<file path="src/verilog/vref_ctrl_pkg.sv">
// Package for the converter front-end control block.
// Assumes one 20 MHz clock domain and a plain strobe register port.
package vref_ctrl_pkg;

  // ----------------------------------------
  // Widths
  // ----------------------------------------
  localparam int unsigned CODE_W = 24;
  localparam int unsigned ADDR_W = 4;
  localparam int unsigned DATA_W = 32;

  // ----------------------------------------
  // Register indices (byte address = 4 * index)
  // ----------------------------------------
  localparam logic [ADDR_W-1:0] REG_CONFIG = 4'h0;
  localparam logic [ADDR_W-1:0] REG_STATUS = 4'h1;
  localparam logic [ADDR_W-1:0] REG_IRQ_STATUS = 4'h2;
  localparam logic [ADDR_W-1:0] REG_IRQ_MASK = 4'h3;
  localparam logic [ADDR_W-1:0] REG_OFFSET = 4'h4;
  localparam logic [ADDR_W-1:0] REG_FULLSCALE = 4'h5;
  localparam logic [ADDR_W-1:0] REG_DATA = 4'h6;
  localparam logic [ADDR_W-1:0] REG_CONTROL = 4'h7;

  // ----------------------------------------
  // Config field positions
  // ----------------------------------------
  localparam int unsigned CFG_GAIN_LSB = 0;
  localparam int unsigned CFG_POLARITY = 3;
  localparam int unsigned CFG_VREF_SEL = 4;
  localparam int unsigned CFG_VREF_DET = 6;
  localparam int unsigned CFG_BURNOUT = 7;
  localparam int unsigned CFG_CHAN_LSB = 8;
  localparam int unsigned CFG_GPO_LSB = 16;

  // Status / event bit positions
  localparam int unsigned ST_MISSING = 0;
  localparam int unsigned ST_ERROR = 1;
  localparam int unsigned EV_READY = 0;
  localparam int unsigned EV_MISSING = 1;
  localparam int unsigned EV_CAL_ERR = 2;
  localparam int unsigned EV_CAL_DONE = 3;
  localparam int unsigned EV_W = 4;

  // Control register bits: start offset cal, start full-scale cal
  localparam int unsigned CTL_CAL_OFS = 0;
  localparam int unsigned CTL_CAL_FS = 1;

  // ----------------------------------------
  // Reset values and fixed codes
  // ----------------------------------------
  localparam logic [CODE_W-1:0] OFFSET_RESET = 24'h800000;
  localparam logic [CODE_W-1:0] FULLSCALE_RESET = 24'h500000;
  localparam logic [CODE_W-1:0] CODE_ONES = 24'hFFFFFF;
  localparam logic [CODE_W-1:0] CODE_MID = 24'h800000;

  // Gain codes; 3'h1 and 3'h2 are reserved and fall back to gain 1
  localparam logic [2:0] GAIN_1 = 3'h0;
  localparam logic [2:0] GAIN_8 = 3'h3;
  localparam logic [2:0] GAIN_16 = 3'h4;
  localparam logic [2:0] GAIN_32 = 3'h5;
  localparam logic [2:0] GAIN_64 = 3'h6;
  localparam logic [2:0] GAIN_128 = 3'h7;

  // ----------------------------------------
  // Types
  // ----------------------------------------
  typedef enum logic [2:0] {
    CAL_IDLE = 3'b001,
    CAL_OFS = 3'b010,
    CAL_FS = 3'b100
  } cal_state_e;

  typedef struct packed {
    logic [2:0] gain_code;
    logic unipolar;
    logic vref_source_select;
    logic vref_detect_enable;
    logic burnout_enable;
    logic [3:0] channel;
    logic [1:0] gpo_data;
  } config_s;

  typedef struct packed {
    logic [ADDR_W-1:0] addr;
    logic [DATA_W-1:0] wdata;
    logic wr;
    logic rd;
  } bus_req_s;

  // Analog comparator results and modulator sample, from the analog side
  typedef struct packed {
    logic vref_below_low;
    logic vref_above_high;
    logic sample_valid;
    logic signed [CODE_W-1:0] sample;
  } analog_in_s;

  typedef struct packed {
    logic [7:0] gain_factor;
    logic vref_pair_two_is_ref;
    logic [1:0] gpo_out;
    logic [1:0] gpo_oe;
    logic burnout_source_on;
    logic burnout_sink_on;
    logic [3:0] burnout_channel;
  } analog_ctl_s;

endpackage

</file>
<file path="src/verilog/vref_ctrl.sv">
// Front-end control logic: gain, reference choice, missing reference
// detect, output coding, burnout currents, calibration coefficients.
// Assumes comparator outputs and samples are synchronous to clk.
//
// The strobed register port and the placing of the registers are this design's own decisions.
`timescale 1ns/1ps

module vref_ctrl #(
  parameter int unsigned CAL_SAMPLES = 4
) (
  // Clock and reset
  input wire logic clk,
  input wire logic rst_n,
  // Register port
  input wire vref_ctrl_pkg::bus_req_s bus_req,
  output logic [vref_ctrl_pkg::DATA_W-1:0] bus_rdata,
  // Analog side
  input wire vref_ctrl_pkg::analog_in_s analog_in,
  output vref_ctrl_pkg::analog_ctl_s analog_ctl,
  // Interrupt
  output logic irq
);

  // ----------------------------------------
  // State
  // ----------------------------------------
  typedef struct packed {
    vref_ctrl_pkg::config_s cfg;
    logic missing_vref_flag;
    logic cal_error;
    logic [vref_ctrl_pkg::EV_W-1:0] irq_status;
    logic [vref_ctrl_pkg::EV_W-1:0] irq_mask;
    logic [vref_ctrl_pkg::CODE_W-1:0] offset_coef;
    logic [vref_ctrl_pkg::CODE_W-1:0] fullscale_coef;
    logic [vref_ctrl_pkg::CODE_W-1:0] data;
    vref_ctrl_pkg::cal_state_e cal_state;
    logic [7:0] cal_count;
    logic cal_bad;
    logic [vref_ctrl_pkg::DATA_W-1:0] rdata;
  } state_s;

  state_s state_reg;
  state_s state_next;

  // ----------------------------------------
  // Functions
  // ----------------------------------------
  function automatic logic [7:0] gain_of(input logic [2:0] code);
    case (code)
      vref_ctrl_pkg::GAIN_8: gain_of = 8'h08;
      vref_ctrl_pkg::GAIN_16: gain_of = 8'h10;
      vref_ctrl_pkg::GAIN_32: gain_of = 8'h20;
      vref_ctrl_pkg::GAIN_64: gain_of = 8'h40;
      vref_ctrl_pkg::GAIN_128: gain_of = 8'h80;
      default: gain_of = 8'h01;
    endcase
  endfunction

  // Sample is a signed fraction of full scale (input*gain/vref * 2^(N-1)).
  // Unipolar doubles it and clamps; bipolar adds midscale.
  function automatic logic [vref_ctrl_pkg::CODE_W-1:0] code_of(
    input logic signed [vref_ctrl_pkg::CODE_W-1:0] s,
    input logic uni
  );
    logic [vref_ctrl_pkg::CODE_W:0] dbl;
    dbl = {s, 1'b0};
    if (uni) begin
      if (s[vref_ctrl_pkg::CODE_W-1]) begin
        code_of = '0;
      end else begin
        code_of = dbl[vref_ctrl_pkg::CODE_W-1:0];
      end
    end else begin
      code_of = s ^ vref_ctrl_pkg::CODE_MID;
    end
  endfunction

  // One field layout serves both the write decode and the read back
  function automatic vref_ctrl_pkg::config_s cfg_from_word(
    input logic [vref_ctrl_pkg::DATA_W-1:0] w
  );
    cfg_from_word.gain_code = w[vref_ctrl_pkg::CFG_GAIN_LSB +: 3];
    cfg_from_word.unipolar = w[vref_ctrl_pkg::CFG_POLARITY];
    cfg_from_word.vref_source_select = w[vref_ctrl_pkg::CFG_VREF_SEL];
    cfg_from_word.vref_detect_enable = w[vref_ctrl_pkg::CFG_VREF_DET];
    cfg_from_word.burnout_enable = w[vref_ctrl_pkg::CFG_BURNOUT];
    cfg_from_word.channel = w[vref_ctrl_pkg::CFG_CHAN_LSB +: 4];
    cfg_from_word.gpo_data = w[vref_ctrl_pkg::CFG_GPO_LSB +: 2];
  endfunction

  // Unused bits read back as zero
  function automatic logic [vref_ctrl_pkg::DATA_W-1:0] word_from_cfg(
    input vref_ctrl_pkg::config_s c
  );
    word_from_cfg = '0;
    word_from_cfg[vref_ctrl_pkg::CFG_GAIN_LSB +: 3] = c.gain_code;
    word_from_cfg[vref_ctrl_pkg::CFG_POLARITY] = c.unipolar;
    word_from_cfg[vref_ctrl_pkg::CFG_VREF_SEL] = c.vref_source_select;
    word_from_cfg[vref_ctrl_pkg::CFG_VREF_DET] = c.vref_detect_enable;
    word_from_cfg[vref_ctrl_pkg::CFG_BURNOUT] = c.burnout_enable;
    word_from_cfg[vref_ctrl_pkg::CFG_CHAN_LSB +: 4] = c.channel;
    word_from_cfg[vref_ctrl_pkg::CFG_GPO_LSB +: 2] = c.gpo_data;
  endfunction

  // Arms a run; the error of the previous run is dropped here
  function automatic state_s start_cal(
    input state_s cur,
    input vref_ctrl_pkg::cal_state_e kind
  );
    start_cal = cur;
    start_cal.cal_state = kind;
    start_cal.cal_bad = 1'b0;
    start_cal.cal_error = 1'b0;
    start_cal.cal_count = '0;
  endfunction

  // ----------------------------------------
  // Next state
  // ----------------------------------------
  logic [vref_ctrl_pkg::EV_W-1:0] events;
  logic [vref_ctrl_pkg::DATA_W-1:0] wd;
  logic detect_on;

  always_comb begin
    state_next = state_reg;
    events = '0;
    wd = bus_req.wdata;
    detect_on = state_reg.cfg.vref_detect_enable;

    // ----------------------------------------
    // Missing reference detect; held in the band
    // ----------------------------------------
    if (!detect_on) begin
      state_next.missing_vref_flag = 1'b0;
    end else if (analog_in.vref_below_low) begin
      state_next.missing_vref_flag = 1'b1;
    end else if (analog_in.vref_above_high) begin
      state_next.missing_vref_flag = 1'b0;
    end
    // Rise only, so a steady missing reference raises one event
    if (state_next.missing_vref_flag && !state_reg.missing_vref_flag) begin
      events[vref_ctrl_pkg::EV_MISSING] = 1'b1;
    end

    // ----------------------------------------
    // Conversions and calibration
    // ----------------------------------------
    case (state_reg.cal_state)
      vref_ctrl_pkg::CAL_IDLE: begin
        if (analog_in.sample_valid) begin
          if (state_reg.missing_vref_flag) begin
            state_next.data = vref_ctrl_pkg::CODE_ONES;
          end else begin
            state_next.data = code_of(analog_in.sample, state_reg.cfg.unipolar);
          end
          events[vref_ctrl_pkg::EV_READY] = 1'b1;
        end
      end
      vref_ctrl_pkg::CAL_OFS, vref_ctrl_pkg::CAL_FS: begin
        // Latched for the run: a reference that drops and returns still fails
        if (state_reg.missing_vref_flag) begin
          state_next.cal_bad = 1'b1;
        end
        if (analog_in.sample_valid) begin
          state_next.cal_count = state_reg.cal_count + 8'h01;
          if (state_reg.cal_count == 8'(CAL_SAMPLES - 1)) begin
            state_next.cal_state = vref_ctrl_pkg::CAL_IDLE;
            state_next.cal_count = '0;
            if (state_next.cal_bad) begin
              state_next.cal_error = 1'b1;
              events[vref_ctrl_pkg::EV_CAL_ERR] = 1'b1;
            end else if (state_reg.cal_state == vref_ctrl_pkg::CAL_OFS) begin
              state_next.offset_coef = analog_in.sample ^ vref_ctrl_pkg::CODE_MID;
            end else begin
              state_next.fullscale_coef = analog_in.sample;
            end
            events[vref_ctrl_pkg::EV_CAL_DONE] = 1'b1;
          end
        end
      end
      default: state_next.cal_state = vref_ctrl_pkg::CAL_IDLE;
    endcase

    // ----------------------------------------
    // Register writes
    // ----------------------------------------
    if (bus_req.wr) begin
      case (bus_req.addr)
        vref_ctrl_pkg::REG_CONFIG: state_next.cfg = cfg_from_word(wd);
        vref_ctrl_pkg::REG_IRQ_MASK: state_next.irq_mask = wd[vref_ctrl_pkg::EV_W-1:0];
        // Host writes only take effect while no calibration runs
        vref_ctrl_pkg::REG_OFFSET: begin
          if (state_reg.cal_state == vref_ctrl_pkg::CAL_IDLE) begin
            state_next.offset_coef = wd[vref_ctrl_pkg::CODE_W-1:0];
          end
        end
        vref_ctrl_pkg::REG_FULLSCALE: begin
          if (state_reg.cal_state == vref_ctrl_pkg::CAL_IDLE) begin
            state_next.fullscale_coef = wd[vref_ctrl_pkg::CODE_W-1:0];
          end
        end
        vref_ctrl_pkg::REG_CONTROL: begin
          if (state_reg.cal_state == vref_ctrl_pkg::CAL_IDLE) begin
            if (wd[vref_ctrl_pkg::CTL_CAL_OFS]) begin
              state_next = start_cal(state_next, vref_ctrl_pkg::CAL_OFS);
            end else if (wd[vref_ctrl_pkg::CTL_CAL_FS]) begin
              state_next = start_cal(state_next, vref_ctrl_pkg::CAL_FS);
            end
          end
        end
        default: ;
      endcase
    end

    // ----------------------------------------
    // Write-one-to-clear; a new event wins over the clear
    // ----------------------------------------
    if (bus_req.wr && bus_req.addr == vref_ctrl_pkg::REG_IRQ_STATUS) begin
      state_next.irq_status = state_reg.irq_status & ~wd[vref_ctrl_pkg::EV_W-1:0];
    end
    state_next.irq_status = state_next.irq_status | events;

    // ----------------------------------------
    // Read data, valid the cycle after the strobe only
    // ----------------------------------------
    state_next.rdata = '0;
    if (bus_req.rd) begin
      case (bus_req.addr)
        vref_ctrl_pkg::REG_CONFIG: state_next.rdata = word_from_cfg(state_reg.cfg);
        vref_ctrl_pkg::REG_STATUS: begin
          state_next.rdata[vref_ctrl_pkg::ST_MISSING] = state_reg.missing_vref_flag;
          state_next.rdata[vref_ctrl_pkg::ST_ERROR] = state_reg.cal_error;
        end
        vref_ctrl_pkg::REG_IRQ_STATUS:
          state_next.rdata[vref_ctrl_pkg::EV_W-1:0] = state_reg.irq_status;
        vref_ctrl_pkg::REG_IRQ_MASK:
          state_next.rdata[vref_ctrl_pkg::EV_W-1:0] = state_reg.irq_mask;
        vref_ctrl_pkg::REG_OFFSET:
          state_next.rdata[vref_ctrl_pkg::CODE_W-1:0] = state_reg.offset_coef;
        vref_ctrl_pkg::REG_FULLSCALE:
          state_next.rdata[vref_ctrl_pkg::CODE_W-1:0] = state_reg.fullscale_coef;
        vref_ctrl_pkg::REG_DATA:
          state_next.rdata[vref_ctrl_pkg::CODE_W-1:0] = state_reg.data;
        vref_ctrl_pkg::REG_CONTROL:
          state_next.rdata[2:0] = state_reg.cal_state;
        default: state_next.rdata = '0;
      endcase
    end
  end

  // ----------------------------------------
  // Registers
  // ----------------------------------------
  always_ff @(posedge clk or negedge rst_n) begin
    if (!rst_n) begin
      state_reg <= '0;
      state_reg.cal_state <= vref_ctrl_pkg::CAL_IDLE;
      state_reg.offset_coef <= vref_ctrl_pkg::OFFSET_RESET;
      state_reg.fullscale_coef <= vref_ctrl_pkg::FULLSCALE_RESET;
    end else begin
      state_reg <= state_next;
    end
  end

  // ----------------------------------------
  // Outputs
  // ----------------------------------------
  assign bus_rdata = state_reg.rdata;
  // Level output; stays high until every unmasked status bit is cleared
  assign irq = |(state_reg.irq_status & state_reg.irq_mask);

  // ----------------------------------------
  // Analog controls
  // ----------------------------------------
  // One bit drives both burnout currents, so they can never be split
  always_comb begin
    analog_ctl.gain_factor = gain_of(state_reg.cfg.gain_code);
    analog_ctl.vref_pair_two_is_ref = state_reg.cfg.vref_source_select;
    // Pair two pins drive outputs only while not used as reference
    analog_ctl.gpo_out = state_reg.cfg.gpo_data;
    analog_ctl.gpo_oe = {2{~state_reg.cfg.vref_source_select}};
    analog_ctl.burnout_source_on = state_reg.cfg.burnout_enable;
    analog_ctl.burnout_sink_on = state_reg.cfg.burnout_enable;
    analog_ctl.burnout_channel = state_reg.cfg.channel;
  end

endmodule

</file>
<file path="config.mk">
export PLATFORM = sky130hd
export DESIGN_NAME = vref_ctrl
export DESIGN_NICKNAME = d
export VERILOG_FILES = /design/src/verilog/vref_ctrl_pkg.sv /design/src/verilog/vref_ctrl.sv
export SDC_FILE = /design/constraint.sdc
export NUM_CORES = 1
export LEC_CHECK = 0
export BUFFER_PORTS_ARGS = -buffer_cell sky130_fd_sc_hd__buf_2
export CORE_UTILIZATION = 35
export DETAILED_ROUTE_END_ITERATION = 6
export GPL_TIMING_DRIVEN = 0
export PLACE_DENSITY = 0.59
export RECOVER_POWER = 100
export SYNTH_ARGS = -nofsm -noshare
export SYNTH_HDL_FRONTEND = slang
export SYNTH_SLANG_ARGS = --single-unit
export TNS_END_PERCENT = 10
</file>
<file path="constraint.sdc">
create_clock -name clk -period 1.51 [get_ports clk]
set_input_delay 0.3775 -clock clk [delete_from_list [all_inputs] [get_ports clk]]
set_output_delay 0.3775 -clock clk [all_outputs]
set_load 0.03 [all_outputs]
</file>
; ---- Word level (Yosys, flattened, before mapping)
; Cells that the tools add are included.
[totals]
wordCells = 100
output_inout_bits = 52
register_bits = 139
input_bits = 67
[classes]
n_mux = 50
n_bitwise = 7
n_reduce_logical = 8
add_sub_neg = 1
n_eq_ne = 16
[op_table]
columns = cell, count
row1 = 125-bit two-way mux, 4
row2 = 24-bit two-way mux, 10
row3 = 48-bit two-way mux, 4
row4 = 24-bit case mux with 2 select lines, 2
row5 = 20-bit case mux with 4 select lines, 1
row6 = 68-bit two-way mux, 1
row7 = 8-bit case mux with 5 select lines, 1
row8 = 13-bit case mux with 2 select lines, 1
row9 = 11-bit two-way mux, 2
row10 = 4-bit by 3-bit equality test with 1-bit output (second input constant), 4
row11 = 2-bit case mux with 8 select lines, 1
row12 = 3-bit equality test (second input constant), 5
row13 = 1-bit two-way mux, 13
row14 = 9-bit two-way mux, 1
row15 = 8-bit by 1-bit adder with 8-bit output (second input constant), 1
row16 = 4-bit bitwise AND, 2
row17 = 4-bit by 2-bit equality test with 1-bit output (second input constant), 2
row18 = 8-bit by 2-bit equality test with 1-bit output (second input constant), 1
row19 = 4-bit case mux with 2 select lines, 1
row20 = 1-bit case mux with 7 select lines, 1
row21 = 3-bit by 2-bit equality test with 1-bit output (second input constant), 2
row22 = 2-bit two-way mux, 3
row23 = 1-bit case mux with 6 select lines, 1
row24 = 3-bit case mux with 2 select lines, 1
row25 = other kinds (13), 17

; ---- Logic depth before layout (Yosys ltp)
[logic_depth]
ltp_word = 14
ltp_mapped = 7
depth_no_buf = 5

; ---- Worst setup path after synthesis
; OpenSTA, ideal clock, no wires.
[synth_path]
path_kind = in2reg
startpoint = in bus_req[35] (netlist name)
endpoint = reg state_reg, in the netlist analog_ctl[10]
slack_ns = -0.109
arrival_time_ns = 1.492
n_path_buf = 2
path_stages = 5
required_time_ns = 1.382
cell_sequence = buf_2 nor4_4 nand2_2 buf_2 mux2_1
[synth_between]
elab_chain_cells = 3
elab_cells_between_ends = 4
[synth_lines]
columns = element, line
row1 = start: declaration, vref_ctrl.sv:15  ; input wire vref_ctrl_pkg::bus_req_s bus_req,
row2 = 4-bit by 3-bit equality test with 1-bit output, vref_ctrl.sv:188  ; case (bus_req.addr)
row3 = 1-bit inverter (no source line), n/a
row4 = 3-bit AND reduction (no source line) (*), n/a
row5 = end signal: assignment, vref_ctrl.sv:261  ; state_reg <= state_next;
row6 = end: declaration, vref_ctrl.sv:42  ; state_s state_reg;
; Every way passes the cells marked *; elsewhere a longest branch is shown, timed or not.
; A chain may end at the register's enable or synchronous reset.

==> flow_summary.toml <==
[flow_run]
maxCapViolCount = 0

[worst_setup_path]
crit_start = "state_reg[34]$_DFF_PN0_"
slowest_stage = "dfrtp_1"
crit_arrival_ns = 2.01
criticalPathCategory = "register to register"
start_kind = "register"
cp_top_family = "simple AND/OR/NAND/NOR gates"
slowest_delay_ns = 0.41
end_kind = "register"
required_ns = 1.81
critPathMaxFanout = 5
path_buf_inv = 1
r2r-start = "state_reg[34]$_DFF_PN0_"
path_cells = "ha_4 > and4bb_2 > nand4_4 > clkbuf_16 > mux2i_1 > a21oi_1"

[power_and_ir_drop]
peakVddDrop_mv = 0.960
p_leak_uw = 0.00415
power_density_nw_per_um2 = 1320

[die]
fp.coreArea_um2 = 18200
dieArea_um2 = 19400
start_util = 0.362
die_x_um = 139
top_level_ports = 119
fp-row-count = 49
die_y_um = 139

[synthesis]
syn_inst = 636
netlist-cell-type-count = 51
yosysSeqAreaShare = 0.498
synth_edf_count = 0
synthesis.area_um2 = 6590
yosysWarnings = 0
synth_ff_type = "dfrtp_1"
async_flop_share = 1.00
synth-seq-cells = 131
postSynthAreaPerCell_um2 = 10.4

[global_routing]
grt_start_max_net_pins = 69
grt_first_pass_wirelength_mm = 29.9
gr-total-overflow = 0
grt_pass1_vias = 5301
antenna_found_initial = 0
grt_usage = 0.204

[status]
violations = "design-rule violations, negative setup slack"
status = "complete, but fails checks"

[min_path]
hold_class = "input port to register"
hold_start = "bus_req[24]"

[routing]
drcViolationCount = 6
antenna_left = 0
routed_via_density = 5.38
drtIter0Drc = 598
post_drt_wl_per_cell_um = 18.9
wirelength_mm = 19.3
first_pass_iters = 7
vias = 5471

[place]
portBuffers = 96
dp.cells = 971
place_congestion = 0.793
dp_hpwl_mm = 12.9
dp_worst_setup_slack_ns = -0.639

[cells_and_area]
layout_commonest_cell = "dfrtp_1"
fillCellCount = 1736
largest_register_ffs = 98
drive_gt1_frac = 0.346
layout_common_cells = "121 x dfrtp_1, 99 x nor2_1, 88 x a21oi_1"
fin_cells = 1017
antenna_cells = 0
syn2layout_area_growth_pct = 28.7
fin_nets = 844

[clock_network]
clk_pin_slew_ns = 0.06
htreeDepth = 4
clock_latency_ns = 0.42
clockBufferDepth = 2
cts_tree = "built"
cts.sinks = 131
clockRootBuffer = "clkbuf_16"
cts_buffers = 17

[sta]
postLayoutSetupSlackWorst_ns = -0.198
slew_headroom = 0.380
hold_viol_final = 0
fmax_mhz = 586
fin_crit_sh = 1.13
rsz0062_at_grt = "true"
worst_pin_slew_ns = 0.930
slew_viol_final = 0
fin_skew_ns = 0.00828
fin_crit_ns = 1.71
setup_violations = 80
==> power by group <==
part / internal [uW] / switching (uW) / total [uW]
logic: 976 / 1100 / 2080
registers: 4100 / 414 / 4510
clock network: 2980 / 1590 / 4570
total: 8050 / 3110 / 11200
==> layout make-up <==
class,instances,area [um^2],share of cell area
flip-flops and latches,131,3290,0.388
multi-input cells,417,2820,0.332
repair buffers,114,744,0.0878
plain buffers,85,656,0.0773
clock buffers,19,443,0.0523
well taps,229,287,0.0338
clock inverters,12,204,0.0241
inverters,10,37.5,0.00443
==> tightest hold or removal path: stages <==
cell and delay, ns:
buf_2 0.10, nor2_1 0.09, a21oi_1 0.04
==> repair_timing <==
action | 4_1_cts | 5_1_grt
setup endpoints to repair | 110 | 104
pin swaps | 12 | 10
cloned | 0 | 1
hold buffers | 1 | 0
gates resized for setup | 63 | 27
hold endpoints to repair | 60 | 0
buffers inserted | 9 | 6
==> per-layer routing <==
metal / track usage / part of all wire / vias to the layer above
met5: 0 / 0 / -
met4: 0.0632 / 0.015 / 0
met3: 0.0418 / 0.055 / 23
met2: 0.322 / 0.48 / 193
met1: 0.281 / 0.45 / 2728
li1: - / - / 2527
==> path summary, 6_finish.rpt <==
kind                            depth (start not counted)                          to  slack (ns)
worst max-delay path                                    6     state_reg[77]$_DFF_PN0_       -0.20
worst min-delay path                                    3     state_reg[90]$_DFF_PN1_        0.20
worst max register to register                          6     state_reg[77]$_DFF_PN0_       -0.20
worst min register to register                          2    state_reg[115]$_DFF_PN1_        0.49
max in group asynchronous                               3  state_reg[135]$_DFFE_PN0P_        0.01
min in group asynchronous                               2     state_reg[37]$_DFF_PN0_        0.63
==> metrics by stage <==
step | hold slack (ns) | utilization | TNS (ns) | instance area [um^2] | total power [uW]
2_1_floorplan | 0.0819 | - | -3.33 | 6670 | 5790
3_3_place_gp | 0.472 | 0.408 | -275.99 | 7440 | 6390
3_5_place_dp | 0.411 | 0.410 | -41.70 | 7470 | 6440
4_1_cts | 0.188 | 0.459 | -6.57 | 8360 | 11200
5_1_grt | 0.206 | 0.466 | -27.24 | 8480 | 11600
6_report | 0.204 | 0.466 | -8.87 | 8480 | 11200
==> synthesized netlist by cell type, types with 2 or more instances <==
cell type / n / area share
buf_4: 45 / 0.051
and3b_1: 2 / 0.0027
clkbuf_1: 18 / 0.010
xnor2_1: 8 / 0.011
a221oi_1: 21 / 0.028
nor4b_4: 2 / 0.0072
o21ai_0: 7 / 0.0053
a22oi_1: 12 / 0.014
dfstp_2: 4 / 0.016
nor3_1: 4 / 0.0030
nand4_4: 2 / 0.0065
mux2_2: 11 / 0.019
buf_2: 20 / 0.015
nor3b_1: 3 / 0.0034
mux2i_1: 50 / 0.076
nor4_1: 4 / 0.0038
a31oi_1: 4 / 0.0038
a21oi_1: 89 / 0.068
nand2_1: 29 / 0.017
nand3b_1: 3 / 0.0034
and4bb_2: 3 / 0.0057
a22o_1: 2 / 0.0027
a222oi_1: 20 / 0.030
nand2b_1: 3 / 0.0028
inv_1: 10 / 0.0057
mux2_1: 6 / 0.010
nor4_4: 2 / 0.0065
dfrtp_1: 127 / 0.48
nor3b_2: 2 / 0.0038
buf_6: 4 / 0.0068
nor2_1: 99 / 0.056
==> kinds of logic (layout without fill, tap and decap cells) <==
group | after synthesis | after routing | synth area share
AND/OR/NAND/NOR | 170 | 170 | 0.135
AO/OA/AOI/OAI | 160 | 160 | 0.157
flip-flops | 131 | 131 | 0.498
buffers and inverters | 97 | 240 | 0.0893
multiplexers | 67 | 67 | 0.105
XOR/XNOR | 8 | 8 | 0.0106
adder cells (fa/ha/maj) | 2 | 2 | 0.00361
other | 1 | 10 | 0.000569
No activity file was read; power rests on OpenSTA's default activity.
